$ cat src/core/lsw_pkg.sv
// Package for the LIN sleep, wake and error control block.
// Assumes a 250 MHz aclk; all counts are derived from that rate.
package lsw_pkg;

  localparam int unsigned CLK_MHZ = 250;

  // AXI4-Lite register byte addresses
  localparam logic [7:0] ADDR_CTRL   = 8'h00;
  localparam logic [7:0] ADDR_STATUS = 8'h04;
  localparam logic [7:0] ADDR_ERROR  = 8'h08;
  localparam logic [7:0] ADDR_MASK   = 8'h0c;

  // Control register fields
  localparam int CTRL_HALT_BIT    = 7;
  localparam int CTRL_DORMANT_BIT = 6;
  localparam int CTRL_DACK_BIT    = 4;
  localparam int CTRL_CLRERR_BIT  = 2;
  localparam int CTRL_WAKE_BIT    = 1;
  localparam int CTRL_MASTER_BIT  = 8;
  localparam int CTRL_CSUM_BIT    = 9;
  localparam int CTRL_START_BIT   = 10;

  // Status register fields
  localparam int ST_DONE_BIT  = 0;
  localparam int ST_WAKE_BIT  = 1;
  localparam int ST_FAULT_BIT = 2;
  localparam int ST_IDLE_BIT  = 6;

  // Error register fields
  localparam int ERR_FRAME_BIT = 0;
  localparam int ERR_RESPONSE_TIMEOUT_ERROR_BIT  = 2;

  localparam logic [7:0] STATUS_RESET = 8'h00;
  localparam logic [7:0] MASK_RESET   = 8'h00;

  // Timing figures and the cycle counts derived from them
  localparam int unsigned IDLE_TIMEOUT_S    = 4;
  localparam int unsigned WAKE_TIMEOUT_MS   = 150;
  localparam int unsigned IDLE_CYCLES       = IDLE_TIMEOUT_S * 1000000 * CLK_MHZ;
  localparam int unsigned WAKE_RESP_CYCLES  = WAKE_TIMEOUT_MS * 1000 * CLK_MHZ;
  localparam int unsigned WAKE_PULSE_US     = 250;
  localparam int unsigned WAKE_PULSE_CYCLES = WAKE_PULSE_US * CLK_MHZ;
  localparam int unsigned WAKE_DET_US       = 150;
  localparam int unsigned WAKE_DET_CYCLES   = WAKE_DET_US * CLK_MHZ;

  typedef enum logic [1:0] {
    LSW_RESP_OKAY   = 2'b00,
    LSW_RESP_SLVERR = 2'b10
  } lsw_resp_t;

  typedef struct packed {
    logic master;
    logic csum;
    logic dormant;
  } lsw_cfg_t;

  typedef struct packed {
    logic frame_err;
    logic start_bit_err;
  } lsw_err_in_t;

endpackage

$ cat src/core/lsw_counter.sv
// Timeout counter: counts while enabled, restarts on clear, pulses once at the limit.
// Assumes the limit is at least one.
`timescale 1ns/100ps
module lsw_counter #(
  parameter int unsigned LIMIT = 16
) (
  // Clock and reset
  input  wire logic aclk,
  input  wire logic aresetn,
  // Control
  input  wire logic clear,
  input  wire logic enable,
  // Result
  output logic      hit
);
  localparam int W = $clog2(LIMIT + 1) > 0 ? $clog2(LIMIT + 1) : 1;
  localparam logic [W-1:0] LIM = W'(LIMIT);

  logic [W-1:0] cnt_q;
  logic [W-1:0] cnt_d;
  logic         hit_d;

  assign hit_d = enable && !clear && (cnt_q == LIM - W'(1));
  assign cnt_d = (clear || !enable) ? '0 : (cnt_q == LIM) ? cnt_q : cnt_q + W'(1);

  always_ff @(posedge aclk) begin
    if (!aresetn) begin
      cnt_q <= '0;
      hit   <= 1'b0;
    end else begin
      cnt_q <= cnt_d;
      hit   <= hit_d;
    end
  end
endmodule // lsw_counter

$ cat src/core/lsw_ctrl.sv
// LIN sleep, wake and error control with an AXI4-Lite register slave.
// Assumes the frame engine reports errors and activity synchronous to aclk.
//
// Behaviour
// - After halt, the engine stops and master starts are refused until the next sync break arrives.
// - Changing checksum mode mid-transaction resets the interface, dropping the transaction.
// - Changing master/slave role mid-transaction likewise resets and drops the transaction.
// - Not dormant and four idle seconds: set idle-timeout flag and interrupt.
// - Setting wake request transmits a wake-up signal in either role.
// - Master: successful wake transmission sets transfer-complete and interrupts.
// - Slave: no interrupt on send; no answer in 150 ms sets fault, timeout.
// - A detected wake-up signal sets wake-detected and transfer-complete, interrupting.
// - Any detected error abandons the current frame and interrupts; the slave response timeout sets fault but does not reset the engine.
// - Writing clear-error wipes the error register and the fault flag together.
// - New master messages and wake-ups are refused while the fault flag is set.
`timescale 1ns/100ps
module lsw_ctrl #(
  parameter int unsigned IDLE_CYC  = lsw_pkg::IDLE_CYCLES,
  parameter int unsigned RESP_CYC  = lsw_pkg::WAKE_RESP_CYCLES,
  parameter int unsigned PULSE_CYC = lsw_pkg::WAKE_PULSE_CYCLES,
  parameter int unsigned DET_CYC   = lsw_pkg::WAKE_DET_CYCLES
) (
  // Clock and reset
  input  wire logic             aclk,
  input  wire logic             aresetn,
  // AXI4-Lite write address
  input  wire logic [7:0]       s_axi_awaddr,
  input  wire logic             s_axi_awvalid,
  output logic                  s_axi_awready,
  // AXI4-Lite write data
  input  wire logic [31:0]      s_axi_wdata,
  input  wire logic [3:0]       s_axi_wstrb,
  input  wire logic             s_axi_wvalid,
  output logic                  s_axi_wready,
  // AXI4-Lite write response
  output logic [1:0]            s_axi_bresp,
  output logic                  s_axi_bvalid,
  input  wire logic             s_axi_bready,
  // AXI4-Lite read
  input  wire logic [7:0]       s_axi_araddr,
  input  wire logic             s_axi_arvalid,
  output logic                  s_axi_arready,
  output logic [31:0]           s_axi_rdata,
  output logic [1:0]            s_axi_rresp,
  output logic                  s_axi_rvalid,
  input  wire logic             s_axi_rready,
  // Bus transceiver
  input  wire logic             lin_rx,
  output logic                  lin_tx,
  // Frame engine
  input  wire logic             sync_break,
  input  wire logic             frame_busy,
  input  wire logic             master_resp,
  input  wire lsw_pkg::lsw_err_in_t err_in,
  output lsw_pkg::lsw_cfg_t     cfg,
  output logic                  engine_run,
  output logic                  engine_reset,
  output logic                  master_start,
  output logic                  data_acknowledge,
  // Interrupt
  output logic                  irq
);
  import lsw_pkg::*;

  typedef enum logic [1:0] {LSW_IDLE, LSW_SEND, LSW_WAIT} lsw_wake_t;

  lsw_wake_t   wst_q;
  lsw_wake_t   wst_d;
  logic [10:0] link_control_register;
  logic [7:0]  link_status_register;
  logic [7:0]  link_error_register;
  logic [7:0]  mask_q;
  logic        halted_q;
  logic        rx_q;
  logic        det_low_q;
  logic        aw_q;
  logic        w_q;
  logic [7:0]  awaddr_q;
  logic [31:0] wdata_q;
  logic [3:0]  wstrb_q;

  // Bus slave decode
  wire aw_take  = s_axi_awvalid && !aw_q && !s_axi_bvalid;
  wire w_take   = s_axi_wvalid && !w_q && !s_axi_bvalid;
  wire aw_have  = aw_q || aw_take;
  wire w_have   = w_q || w_take;
  wire wr_fire  = aw_have && w_have && !s_axi_bvalid;
  wire [7:0]  wa = aw_q ? awaddr_q : s_axi_awaddr;
  wire [31:0] wd = w_q ? wdata_q : s_axi_wdata;
  wire [3:0]  ws = w_q ? wstrb_q : s_axi_wstrb;
  wire wr_ctrl  = wr_fire && (wa == ADDR_CTRL);
  wire wr_stat  = wr_fire && (wa == ADDR_STATUS);
  wire wr_mask  = wr_fire && (wa == ADDR_MASK);
  wire wr_ok    = wr_ctrl || wr_stat || wr_mask || (wr_fire && (wa == ADDR_ERROR));
  wire lo_en    = ws[0];
  wire hi_en    = ws[1];
  wire ar_take  = s_axi_arvalid && !s_axi_rvalid;
  wire rd_ctrl  = s_axi_araddr == ADDR_CTRL;
  wire rd_stat  = s_axi_araddr == ADDR_STATUS;
  wire rd_err   = s_axi_araddr == ADDR_ERROR;
  wire rd_mask  = s_axi_araddr == ADDR_MASK;
  wire rd_ok    = rd_ctrl || rd_stat || rd_err || rd_mask;
  wire [31:0] rd_word = rd_ctrl ? {21'h000000, link_control_register} :
                        rd_stat ? {24'h000000, link_status_register} :
                        rd_err  ? {24'h000000, link_error_register} :
                        rd_mask ? {24'h000000, mask_q} : 32'h00000000;

  assign s_axi_awready = aw_take;
  assign s_axi_wready  = w_take;
  assign s_axi_arready = ar_take;

  // Control strobes written as one
  wire wb_halt   = wr_ctrl && lo_en && wd[CTRL_HALT_BIT];
  wire wb_dack   = wr_ctrl && lo_en && wd[CTRL_DACK_BIT];
  wire wb_clrerr = wr_ctrl && lo_en && wd[CTRL_CLRERR_BIT];
  wire wb_wake   = wr_ctrl && lo_en && wd[CTRL_WAKE_BIT];
  wire wb_start  = wr_ctrl && hi_en && wd[CTRL_START_BIT];
  wire fault     = link_status_register[ST_FAULT_BIT];

  // A changed checksum or role while a frame is under way drops it
  wire csum_chg  = wr_ctrl && hi_en && (wd[CTRL_CSUM_BIT] != link_control_register[CTRL_CSUM_BIT]);
  wire role_chg  = wr_ctrl && hi_en && (wd[CTRL_MASTER_BIT] != link_control_register[CTRL_MASTER_BIT]);
  wire cfg_reset = (csum_chg || role_chg) && frame_busy;
  wire is_master = link_control_register[CTRL_MASTER_BIT];

  // Receive line activity and wake detection
  wire rx_edge    = lin_rx != rx_q;
  wire low_hit;
  wire pulse_hit;
  wire resp_hit;
  wire idle_hit;
  wire wake_seen  = low_hit && (wst_q == LSW_IDLE);
  wire err_any    = err_in.frame_err || err_in.start_bit_err;

  // Wake transmit sequencer
  wire wake_go = wb_wake && !fault && (wst_q == LSW_IDLE);
  always_comb begin
    wst_d = wst_q;
    case (wst_q)
      LSW_IDLE: begin
        if (wake_go) begin
          wst_d = LSW_SEND;
        end
      end
      LSW_SEND: begin
        if (pulse_hit) begin
          wst_d = is_master ? LSW_IDLE : LSW_WAIT;
        end
      end
      LSW_WAIT: begin
        if (master_resp || sync_break || resp_hit) begin
          wst_d = LSW_IDLE;
        end
      end
      default: wst_d = LSW_IDLE;
    endcase
  end

  wire master_done = pulse_hit && (wst_q == LSW_SEND) && is_master;
  wire slave_response_timeout_error  = resp_hit && (wst_q == LSW_WAIT) && !master_resp && !sync_break;

  // Event sets win over software clears
  wire [7:0] st_set = {1'b0, idle_hit, 3'b000, slave_response_timeout_error || err_any, wake_seen, master_done || wake_seen};
  wire [7:0] st_clr = (wr_stat && lo_en) ? wd[7:0] : 8'h00;
  wire [7:0] st_clr_f = st_clr | (wb_clrerr ? (8'h01 << ST_FAULT_BIT) : 8'h00);
  wire [7:0] st_next = (link_status_register & ~st_clr_f) | st_set;
  wire [7:0] er_set = {5'b00000, slave_response_timeout_error, err_in.start_bit_err, err_in.frame_err};
  wire [7:0] er_next = (wb_clrerr ? 8'h00 : link_error_register) | er_set;

  lsw_counter #(.LIMIT(IDLE_CYC)) u_idle (
    .aclk    (aclk),
    .aresetn (aresetn),
    .clear   (rx_edge),
    .enable  (!link_control_register[CTRL_DORMANT_BIT]),
    .hit     (idle_hit)
  );

  // The sequencer leaves on the registered hit, so the line stays low PULSE_CYC plus one cycles
  lsw_counter #(.LIMIT(PULSE_CYC)) u_pulse (
    .aclk    (aclk),
    .aresetn (aresetn),
    .clear   (1'b0),
    .enable  (wst_q == LSW_SEND),
    .hit     (pulse_hit)
  );

  lsw_counter #(.LIMIT(RESP_CYC)) u_resp (
    .aclk    (aclk),
    .aresetn (aresetn),
    .clear   (1'b0),
    .enable  (wst_q == LSW_WAIT),
    .hit     (resp_hit)
  );

  lsw_counter #(.LIMIT(DET_CYC)) u_det (
    .aclk    (aclk),
    .aresetn (aresetn),
    .clear   (rx_edge),
    .enable  (!lin_rx && !det_low_q),
    .hit     (low_hit)
  );

  // Register slave and control state
  always_ff @(posedge aclk) begin
    if (!aresetn) begin
      aw_q     <= 1'b0;
      w_q      <= 1'b0;
      awaddr_q <= 8'h00;
      wdata_q  <= 32'h00000000;
      wstrb_q  <= 4'h0;
      s_axi_bvalid <= 1'b0;
      s_axi_bresp  <= LSW_RESP_OKAY;
    end else begin
      if (aw_take) begin
        awaddr_q <= s_axi_awaddr;
      end
      if (w_take) begin
        wdata_q <= s_axi_wdata;
        wstrb_q <= s_axi_wstrb;
      end
      aw_q <= wr_fire ? 1'b0 : aw_have;
      w_q  <= wr_fire ? 1'b0 : w_have;
      if (wr_fire) begin
        s_axi_bvalid <= 1'b1;
        s_axi_bresp  <= wr_ok ? LSW_RESP_OKAY : LSW_RESP_SLVERR;
      end else if (s_axi_bready) begin
        s_axi_bvalid <= 1'b0;
      end
    end
  end

  always_ff @(posedge aclk) begin
    if (!aresetn) begin
      s_axi_rvalid <= 1'b0;
      s_axi_rdata  <= 32'h00000000;
      s_axi_rresp  <= LSW_RESP_OKAY;
    end else if (ar_take) begin
      s_axi_rvalid <= 1'b1;
      s_axi_rdata  <= rd_word;
      s_axi_rresp  <= rd_ok ? LSW_RESP_OKAY : LSW_RESP_SLVERR;
    end else if (s_axi_rready) begin
      s_axi_rvalid <= 1'b0;
    end
  end

  always_ff @(posedge aclk) begin
    if (!aresetn) begin
      link_control_register <= 11'h000;
      mask_q                <= MASK_RESET;
    end else begin
      if (wr_ctrl && lo_en) begin
        link_control_register[CTRL_DORMANT_BIT] <= wd[CTRL_DORMANT_BIT];
      end
      if (wr_ctrl && hi_en) begin
        link_control_register[CTRL_CSUM_BIT]   <= wd[CTRL_CSUM_BIT];
        link_control_register[CTRL_MASTER_BIT] <= wd[CTRL_MASTER_BIT];
      end
      if (wr_mask && lo_en) begin
        mask_q <= wd[7:0];
      end
    end
  end

  // Next values of the registered outputs
  wire halt_d  = sync_break ? 1'b0 : (halted_q || wb_halt);
  wire reset_d = cfg_reset || err_any;
  // Start follows the role being written; a halt in the same write wins
  wire start_d = wb_start && wd[CTRL_MASTER_BIT] && !fault && !halted_q && !wb_halt;
  wire dack_d  = wb_dack && !wb_halt;
  // Taken from wst_d so the line falls on the same edge the sequencer leaves idle
  wire tx_d    = !(wst_d == LSW_SEND);
  wire irq_d   = |(st_next & mask_q);

  // Sticky status and error words
  always_ff @(posedge aclk) begin
    if (!aresetn) begin
      link_status_register <= STATUS_RESET;
      link_error_register  <= 8'h00;
    end else begin
      link_status_register <= st_next;
      link_error_register  <= er_next;
    end
  end

  // Wake sequencer and receive-line trackers
  always_ff @(posedge aclk) begin
    if (!aresetn) begin
      wst_q     <= LSW_IDLE;
      rx_q      <= 1'b1;
      det_low_q <= 1'b0;
    end else begin
      wst_q     <= wst_d;
      rx_q      <= lin_rx;
      // One wake report per low stretch
      det_low_q <= lin_rx ? 1'b0 : (det_low_q || low_hit);
    end
  end

  // Halt holds until a sync break; a break in the same cycle wins
  always_ff @(posedge aclk) begin
    if (!aresetn) begin
      halted_q <= 1'b0;
    end else begin
      halted_q <= halt_d;
    end
  end

  // Engine strobes, one cycle each
  always_ff @(posedge aclk) begin
    if (!aresetn) begin
      engine_reset     <= 1'b0;
      master_start     <= 1'b0;
      data_acknowledge <= 1'b0;
    end else begin
      engine_reset     <= reset_d;
      master_start     <= start_d;
      data_acknowledge <= dack_d;
    end
  end

  // Line driver and interrupt
  always_ff @(posedge aclk) begin
    if (!aresetn) begin
      lin_tx <= 1'b1;
      irq    <= 1'b0;
    end else begin
      lin_tx <= tx_d;
      irq    <= irq_d;
    end
  end

  assign engine_run  = !halted_q;
  assign cfg.master  = link_control_register[CTRL_MASTER_BIT];
  assign cfg.csum    = link_control_register[CTRL_CSUM_BIT];
  assign cfg.dormant = link_control_register[CTRL_DORMANT_BIT];

endmodule // lsw_ctrl

$ cat config.mk
export PLATFORM = sky130hd
export DESIGN_NAME = lsw_ctrl
export DESIGN_NICKNAME = d
export VERILOG_FILES = /design/src/core/lsw_pkg.sv /design/src/core/lsw_counter.sv /design/src/core/lsw_ctrl.sv
export SDC_FILE = /design/constraint.sdc
export NUM_CORES = 1
export LEC_CHECK = 0
export BUFFER_PORTS_ARGS = -buffer_cell sky130_fd_sc_hd__buf_2
export CORE_MARGIN = 10
export CORE_UTILIZATION = 55
export CTS_CLUSTER_SIZE = 24
export DETAILED_ROUTE_END_ITERATION = 6
export GPL_ROUTABILITY_DRIVEN = 0
export HOLD_SLACK_MARGIN = 0.08
export PLACE_DENSITY = 0.75
export SYNTH_ARGS = -nofsm -noshare
export SYNTH_HDL_FRONTEND = slang
export SYNTH_HIERARCHICAL = 1
export SYNTH_SLANG_ARGS = --single-unit
$ cat constraint.sdc
create_clock -name aclk -period 2.39 [get_ports aclk]
set_input_delay 0.478 -clock aclk [delete_from_list [all_inputs] [get_ports aclk]]
set_output_delay 0.478 -clock aclk [all_outputs]
set_load 0.05 [all_outputs]
# ---- Word level (Yosys, flattened, before mapping)
# Cells that the tools add are included.
# Widths: inputs -> output; s select.
dict set report totals {
  ff_bits 190
  latch_bits 0
  mem_bits_rw 0
  romBits 0
  input_bits 65
  out_inout_bits 50
  wordCells 174
  n_memories 0
}
dict set report classes {
  add_sub_neg 4
  multipliers 0
  n_div 0
  magnitude_cmp 0
  eq_ne 20
  shifts 0
  muxes 21
  n_bitwise 7
  reduce_logical 90
}
# op n
set op_table {}
lappend op_table {{$eq 16x16->1 const B} 4}
lappend op_table {{$eq 30x30->1 const B} 2}
lappend op_table {{$eq 26x26->1 const B} 2}
lappend op_table {{$mux 8} 6}
lappend op_table {{$logic_and 1x1->1} 43}
lappend op_table {{$add 16x1->16 const B} 2}
lappend op_table {{$eq 8x4->1 const B} 4}
lappend op_table {{$add 30x1->30 const B} 1}
lappend op_table {{$add 26x1->26 const B} 1}
lappend op_table {{$logic_or 1x1->1} 19}
lappend op_table {{$and 8x8->8} 2}
lappend op_table {{$eq 8x3->1 const B} 2}
lappend op_table {{$logic_not 8->1} 2}
lappend op_table {{$or 8x3->8} 2}
lappend op_table {{$logic_not 1->1} 15}
lappend op_table {{$mux 2} 7}
lappend op_table {{$mux 11} 1}
lappend op_table {{$mux 10} 1}
lappend op_table {{$reduce_or 2->1} 5}
lappend op_table {{$not 8->8} 1}
lappend op_table {{$or 8x7->8} 1}
lappend op_table {{$reduce_or 8->1} 1}
lappend op_table {{$pmux 2 s3} 1}
lappend op_table {{$eq 2x1->1 const B} 2}
lappend op_table {{8 further kinds} 15}

# ---- Depth between registers and ports, before layout
dict set report logic_depth {
  ltp_word 16
  depth_mapped 8
  mapped_depth_nobuf 6
}

# ---- By module
# The synthesis kept the hierarchy.
# module n_inst cells_per_inst area_each_um2 seq_area_each_um2
set by_module_without_submodules {}
lappend by_module_without_submodules {lsw_ctrl 1 373 3255.6 1381.3}
lappend by_module_without_submodules {{lsw_counter (u_idle)} 1 174 1516.5 620.6}
lappend by_module_without_submodules {{lsw_counter (u_resp)} 1 157 1383.8 540.5}
lappend by_module_without_submodules {{lsw_counter (u_pulse)} 1 93 878.3 340.3}
lappend by_module_without_submodules {{lsw_counter (u_det)} 1 97 828.3 340.3}

# ---- Worst setup path after synthesis
# OpenSTA, ideal clock, no wires.
dict set report synth_timing {
  path_kind {reg-to-output}
  startpoint {register s_axi_bvalid}
  endpoint {output port s_axi_awready}
  arrival_ns 1.686
  t_required_ns 1.912
  slack_ns 0.226
  stages_incl_launch_ff 4
  path_buffers 2
  cell_sequence {dfxtp_1 > clkbuf_1 > nor3b_1 > buf_1}
}
dict set report synth_between {
  elab_chain_cells 2
}
# element line_no
set synth_lines {}
lappend synth_lines {{from (decl)} lsw_ctrl.sv:37} ;# output logic s_axi_bvalid,
lappend synth_lines {{from (signal assigned)} lsw_ctrl.sv:211} ;# s_axi_bvalid <= 1'b0;
lappend synth_lines {{from (signal assigned)} lsw_ctrl.sv:224} ;# s_axi_bvalid <= 1'b1;
lappend synth_lines {{from (signal assigned)} lsw_ctrl.sv:227} ;# s_axi_bvalid <= 1'b0;
lappend synth_lines {{$logic_not 1->1} lsw_ctrl.sv:83} ;# wire aw_take = s_axi_awvalid && !aw_q && !s_axi_bvalid;
lappend synth_lines {{$logic_and 1x1->1} lsw_ctrl.sv:83}
lappend synth_lines {{to (decl)} lsw_ctrl.sv:29} ;# output logic s_axi_awready,
# Every way passes these cells.

# ---- Worst setup path in the final report
dict set report layout_timing {
  startpoint {register w_q}
  endpoint {output port s_axi_wready}
}
dict set report layout_between {
  elab_chain_cells 3
}
# element line_no
set layout_lines {}
lappend layout_lines {{from (decl)} lsw_ctrl.sv:77} ;# logic w_q;
lappend layout_lines {{from (signal assigned)} lsw_ctrl.sv:222} ;# w_q <= wr_fire ? 1'b0 : w_have;
lappend layout_lines {{$logic_not 1->1} lsw_ctrl.sv:84} ;# wire w_take = s_axi_wvalid && !w_q && !s_axi_bvalid;
lappend layout_lines {{$logic_and 1x1->1 (2 in series)} lsw_ctrl.sv:84}
lappend layout_lines {{to (decl)} lsw_ctrl.sv:34} ;# output logic s_axi_wready,
# Every way passes these cells.

==> run_results.csv <==
group,metric,value,unit
power_and_ir_drop,p_sw_frac,0.2472,
synth,synth_enable_flop_cells,0,
drt,vias,6516,
worst_setup_path,endpoint_kind,"output port",
synth,synth.area.mux_share,0.05617,
power_and_ir_drop,vdd_drop_max,0.5943,mV
finish,syn_to_final_growth,13.54,%
worst_setup_path,crit_chain,"buf_4 > nor2_1 > nand2_1 > inv_1 > buf_2",
timing,worst_pin_slew,0.5562,ns
power_and_ir_drop,internal-power,4598,uW
cts,cts_tree,"yes",
grt,grtUsageTotal,0.1794,
power_and_ir_drop,leakagePower,0.003326,uW
cts,cts_resized,0,
synth,synth_top_family_by_area,"simple AND/OR/NAND/NOR gates",
timing,hold_ws,0.2642,ns
placement,dp_hpwl,12.67,mm
worst_setup_path,startpoint_type,"register",
cts,cts_setup_buffers,0,
timing,hold_viol,0,
worst_setup_path,critPathBufInv,3,
drt,finalWirelength,17.93,mm
worst_setup_path,worstPathRequired,1.91,ns
power_and_ir_drop,p_sw,1510,uW
cts,clk_path_buf_depth,2,
floorplanning,fp.dieW,139.6,um
grt,grt_overflow_total,0,
timing,final-setup-viol-count,0,
finish,fillers,1174,
synth,syn_area,0.007863,sq mm
floorplanning,die_y,139.6,um
floorplanning,start_util,0.5642,
finish,multi_input_area,0.004228,sq mm
synth,synth_compound_area_frac,0.1026,
worst_setup_path,critPathTopFamily,"buffers and inverters",
power_and_ir_drop,clock_power_share,0.467,
finish,nNetsFinal,1037,
timing,finalMaxSlewViolations,0,
timing,min_period,2.014,ns
synth,synth_flop_cell,"dfxtp_1",
power_and_ir_drop,pwr_density_cell,684.1,mW/mm^2
min_path,hold_path.class,"input pin to register",
cts,clkLatencyLatePin,0.42,ns
run_status,status,"complete, no violations",
grt,grt_pass1_wl,30.13,mm
finish,final_cell_mix,"161 x dfxtp_1, 127 x nor2_1, 69 x nand2_1",
worst_setup_path,cp_max_fo,12,
drt,viasPerCell,5.622,
cts,root_buffer,"clkbuf_16",
worst_setup_path,path_class,"register to output port",
floorplanning,pin_count,115,
synth,synthSimpleGateAreaFrac,0.2885,
synth,synthCells,894,
cts,numClockSinks,161,
job,cap_violations,0,
cts,numCtsBuffers,17,
timing,relSlewSlack,0.6186,
synth,synthAdderAreaFrac,0.01273,
synth,ys_warn_count,6,
power_and_ir_drop,seqPwrFrac,0.453,
synth,synthArstFlopShare,0,
finish,drive_above_1_share,0.1720,
finish,final_common_cell,"dfxtp_1",
placement,placed_area,0.008298,sq mm
drt,antenna_left,0,
cts,cts_hold_buf,0,
synth,synth_xor_area_frac,0.06461,
worst_setup_path,critical-path-slowest-cell,"dfxtp_1",
drt,dr.pass1.iters,4,
drt,drt_iter0_drc,365,
drt,wire_per_inst,15.47,um
synth,synth.distinct_cells,75,
worst_setup_path,worstPathArrival,1.54,ns
worst_setup_path,slowest_delay,0.45,ns
synth,synth-seq-cells,161,
finish,fin_area,0.008927,sq mm
timing,fin_crit_sh,0.8428,
placement,port-buffer-count,67,
cts,cts_htree_levels,4,
grt,grt_pass1_vias,6190,
synth,yosysSeqAreaShare,0.4099,
drt,drc,0,
floorplanning,num_rows,43,
power_and_ir_drop,p_comb_frac,0.080,
timing,fmax,496.5,MHz
cts,clkTransAtPathRegs,0.07,ns
grt,antenna_found_initial,2,
floorplanning,core,0.01393,sq mm
synth,synth.avg_cell_area,8.795,sq um
floorplanning,dieArea,0.01948,sq mm
timing,fin_tns_setup,0,ns
finish,seq_area,0.003223,sq mm
grt,grt_max_degree,34,
timing,rsz0062_at_grt,"no",
timing,fin_skew,0.007983,ns
-- path summary, 6_finish.rpt --
path / slack, ns / to / depth (start not counted) / from
worst max-delay path: 0.38 / s_axi_wready / 5 / w_q$_SDFF_PP0_
worst min-delay path: 0.26 / halted_q$_SDFF_PP0_ / 2 / sync_break
worst max register to register: 0.38 / irq$_SDFF_PN0_ / 5 / aw_q$_SDFF_PP0_
worst min register to register: 0.45 / link_status_register[3]$_SDFF_PN0_ / 2 / link_status_register[3]$_SDFF_PN0_
-- sequential cells by signal, indices dropped and copies added, names as in the netlist, 2 cells and up --
register and flops:
u_det/cnt_q 16, awaddr_q 8, u_resp/cnt_q 26, link_status_register 8
u_idle/cnt_q 30, s_axi_rdata 10, wstrb_q 2, link_error_register 3
wst_q 2, u_pulse/cnt_q 16, wdata_q 11, link_control_register 3
mask_q 8
-- cells in the mapped netlist (6+ instances only) --
library cell	n	share of area
nor3_1	22	0.014
nand2_1	69	0.033
xor2_1	23	0.026
nor2_1	127	0.061
or4_1	9	0.0086
ha_1	8	0.013
o31ai_1	6	0.0057
mux2i_1	28	0.036
and3_1	6	0.0048
mux2_2	13	0.019
and4_1	12	0.013
a21oi_1	50	0.032
o21ai_0	30	0.019
buf_4	31	0.030
nand3_1	33	0.021
a22oi_1	6	0.0057
and4b_1	6	0.0076
inv_1	32	0.015
or3_1	11	0.0088
clkbuf_1	20	0.0095
dfxtp_1	161	0.41
nand4_1	20	0.016
nor4_1	14	0.011
xnor2_1	35	0.039
nand2b_1	6	0.0048
nor2b_1	8	0.0064
nor4b_1	6	0.0067
a211oi_1	7	0.0067
-- worst reg2reg max path: cells and delay by family (launching register included) --
| family | cells | cell delay, ns |
|---|---|---|
| AOI/OAI and AO/OA | 3 | 0.68 |
| and+or+nand+nor | 2 | 0.80 |
| DFF | 1 | 0.41 |
-- per-stage QoR --
step	instances	util	worst slack, ns	total power, uW
finish	1159	0.6407	0.3758	6107
global route	1158	0.6405	0.1972	6318
CTS	1157	0.6403	0.3511	6149
detailed placement	1125	0.5955	0.1284	3307
global placement	1125	0.5955	0.1391	3299
floorplan	919	-	0.2262	3205
-- power groups by stage --
stage	clock [uW]	combinational (uW)	sequential, uW
2_1_floorplan	0	365	2840
3_3_place_gp	0	474	2830
3_5_place_dp	0	480	2830
4_1_cts	2900	484	2770
5_1_grt	3020	526	2770
6_report	2850	486	2770
-- cell type report --
type / instances / share of cell area
diodes: 2 / 0.0005606
clock buffers: 19 / 0.05074
clock inverters: 13 / 0.01920
inverters: 33 / 0.01388
multi-input cells: 664 / 0.4736
flip-flops and latches: 161 / 0.3610
well taps: 180 / 0.02523
repair buffers: 87 / 0.05578
-- per-layer routing --
layer,global-route usage,vias up,wire (um)
li1,-,3261,-
met1,0.2316,3079,8450
met2,0.2842,155,8154
met3,0.05104,21,1060
met4,0.05435,0,260
met5,0,-,0
-- cells by family after synthesis --
group	Yosys count
AND/OR/NAND/NOR	400
adder cells (fa/ha/maj)	8
AO/OA/AOI/OAI	130
other	1
XOR/XNOR	58
buffers and inverters	94
flip-flops	161
multiplexers	42
No activity file was read; power rests on OpenSTA's default activity.
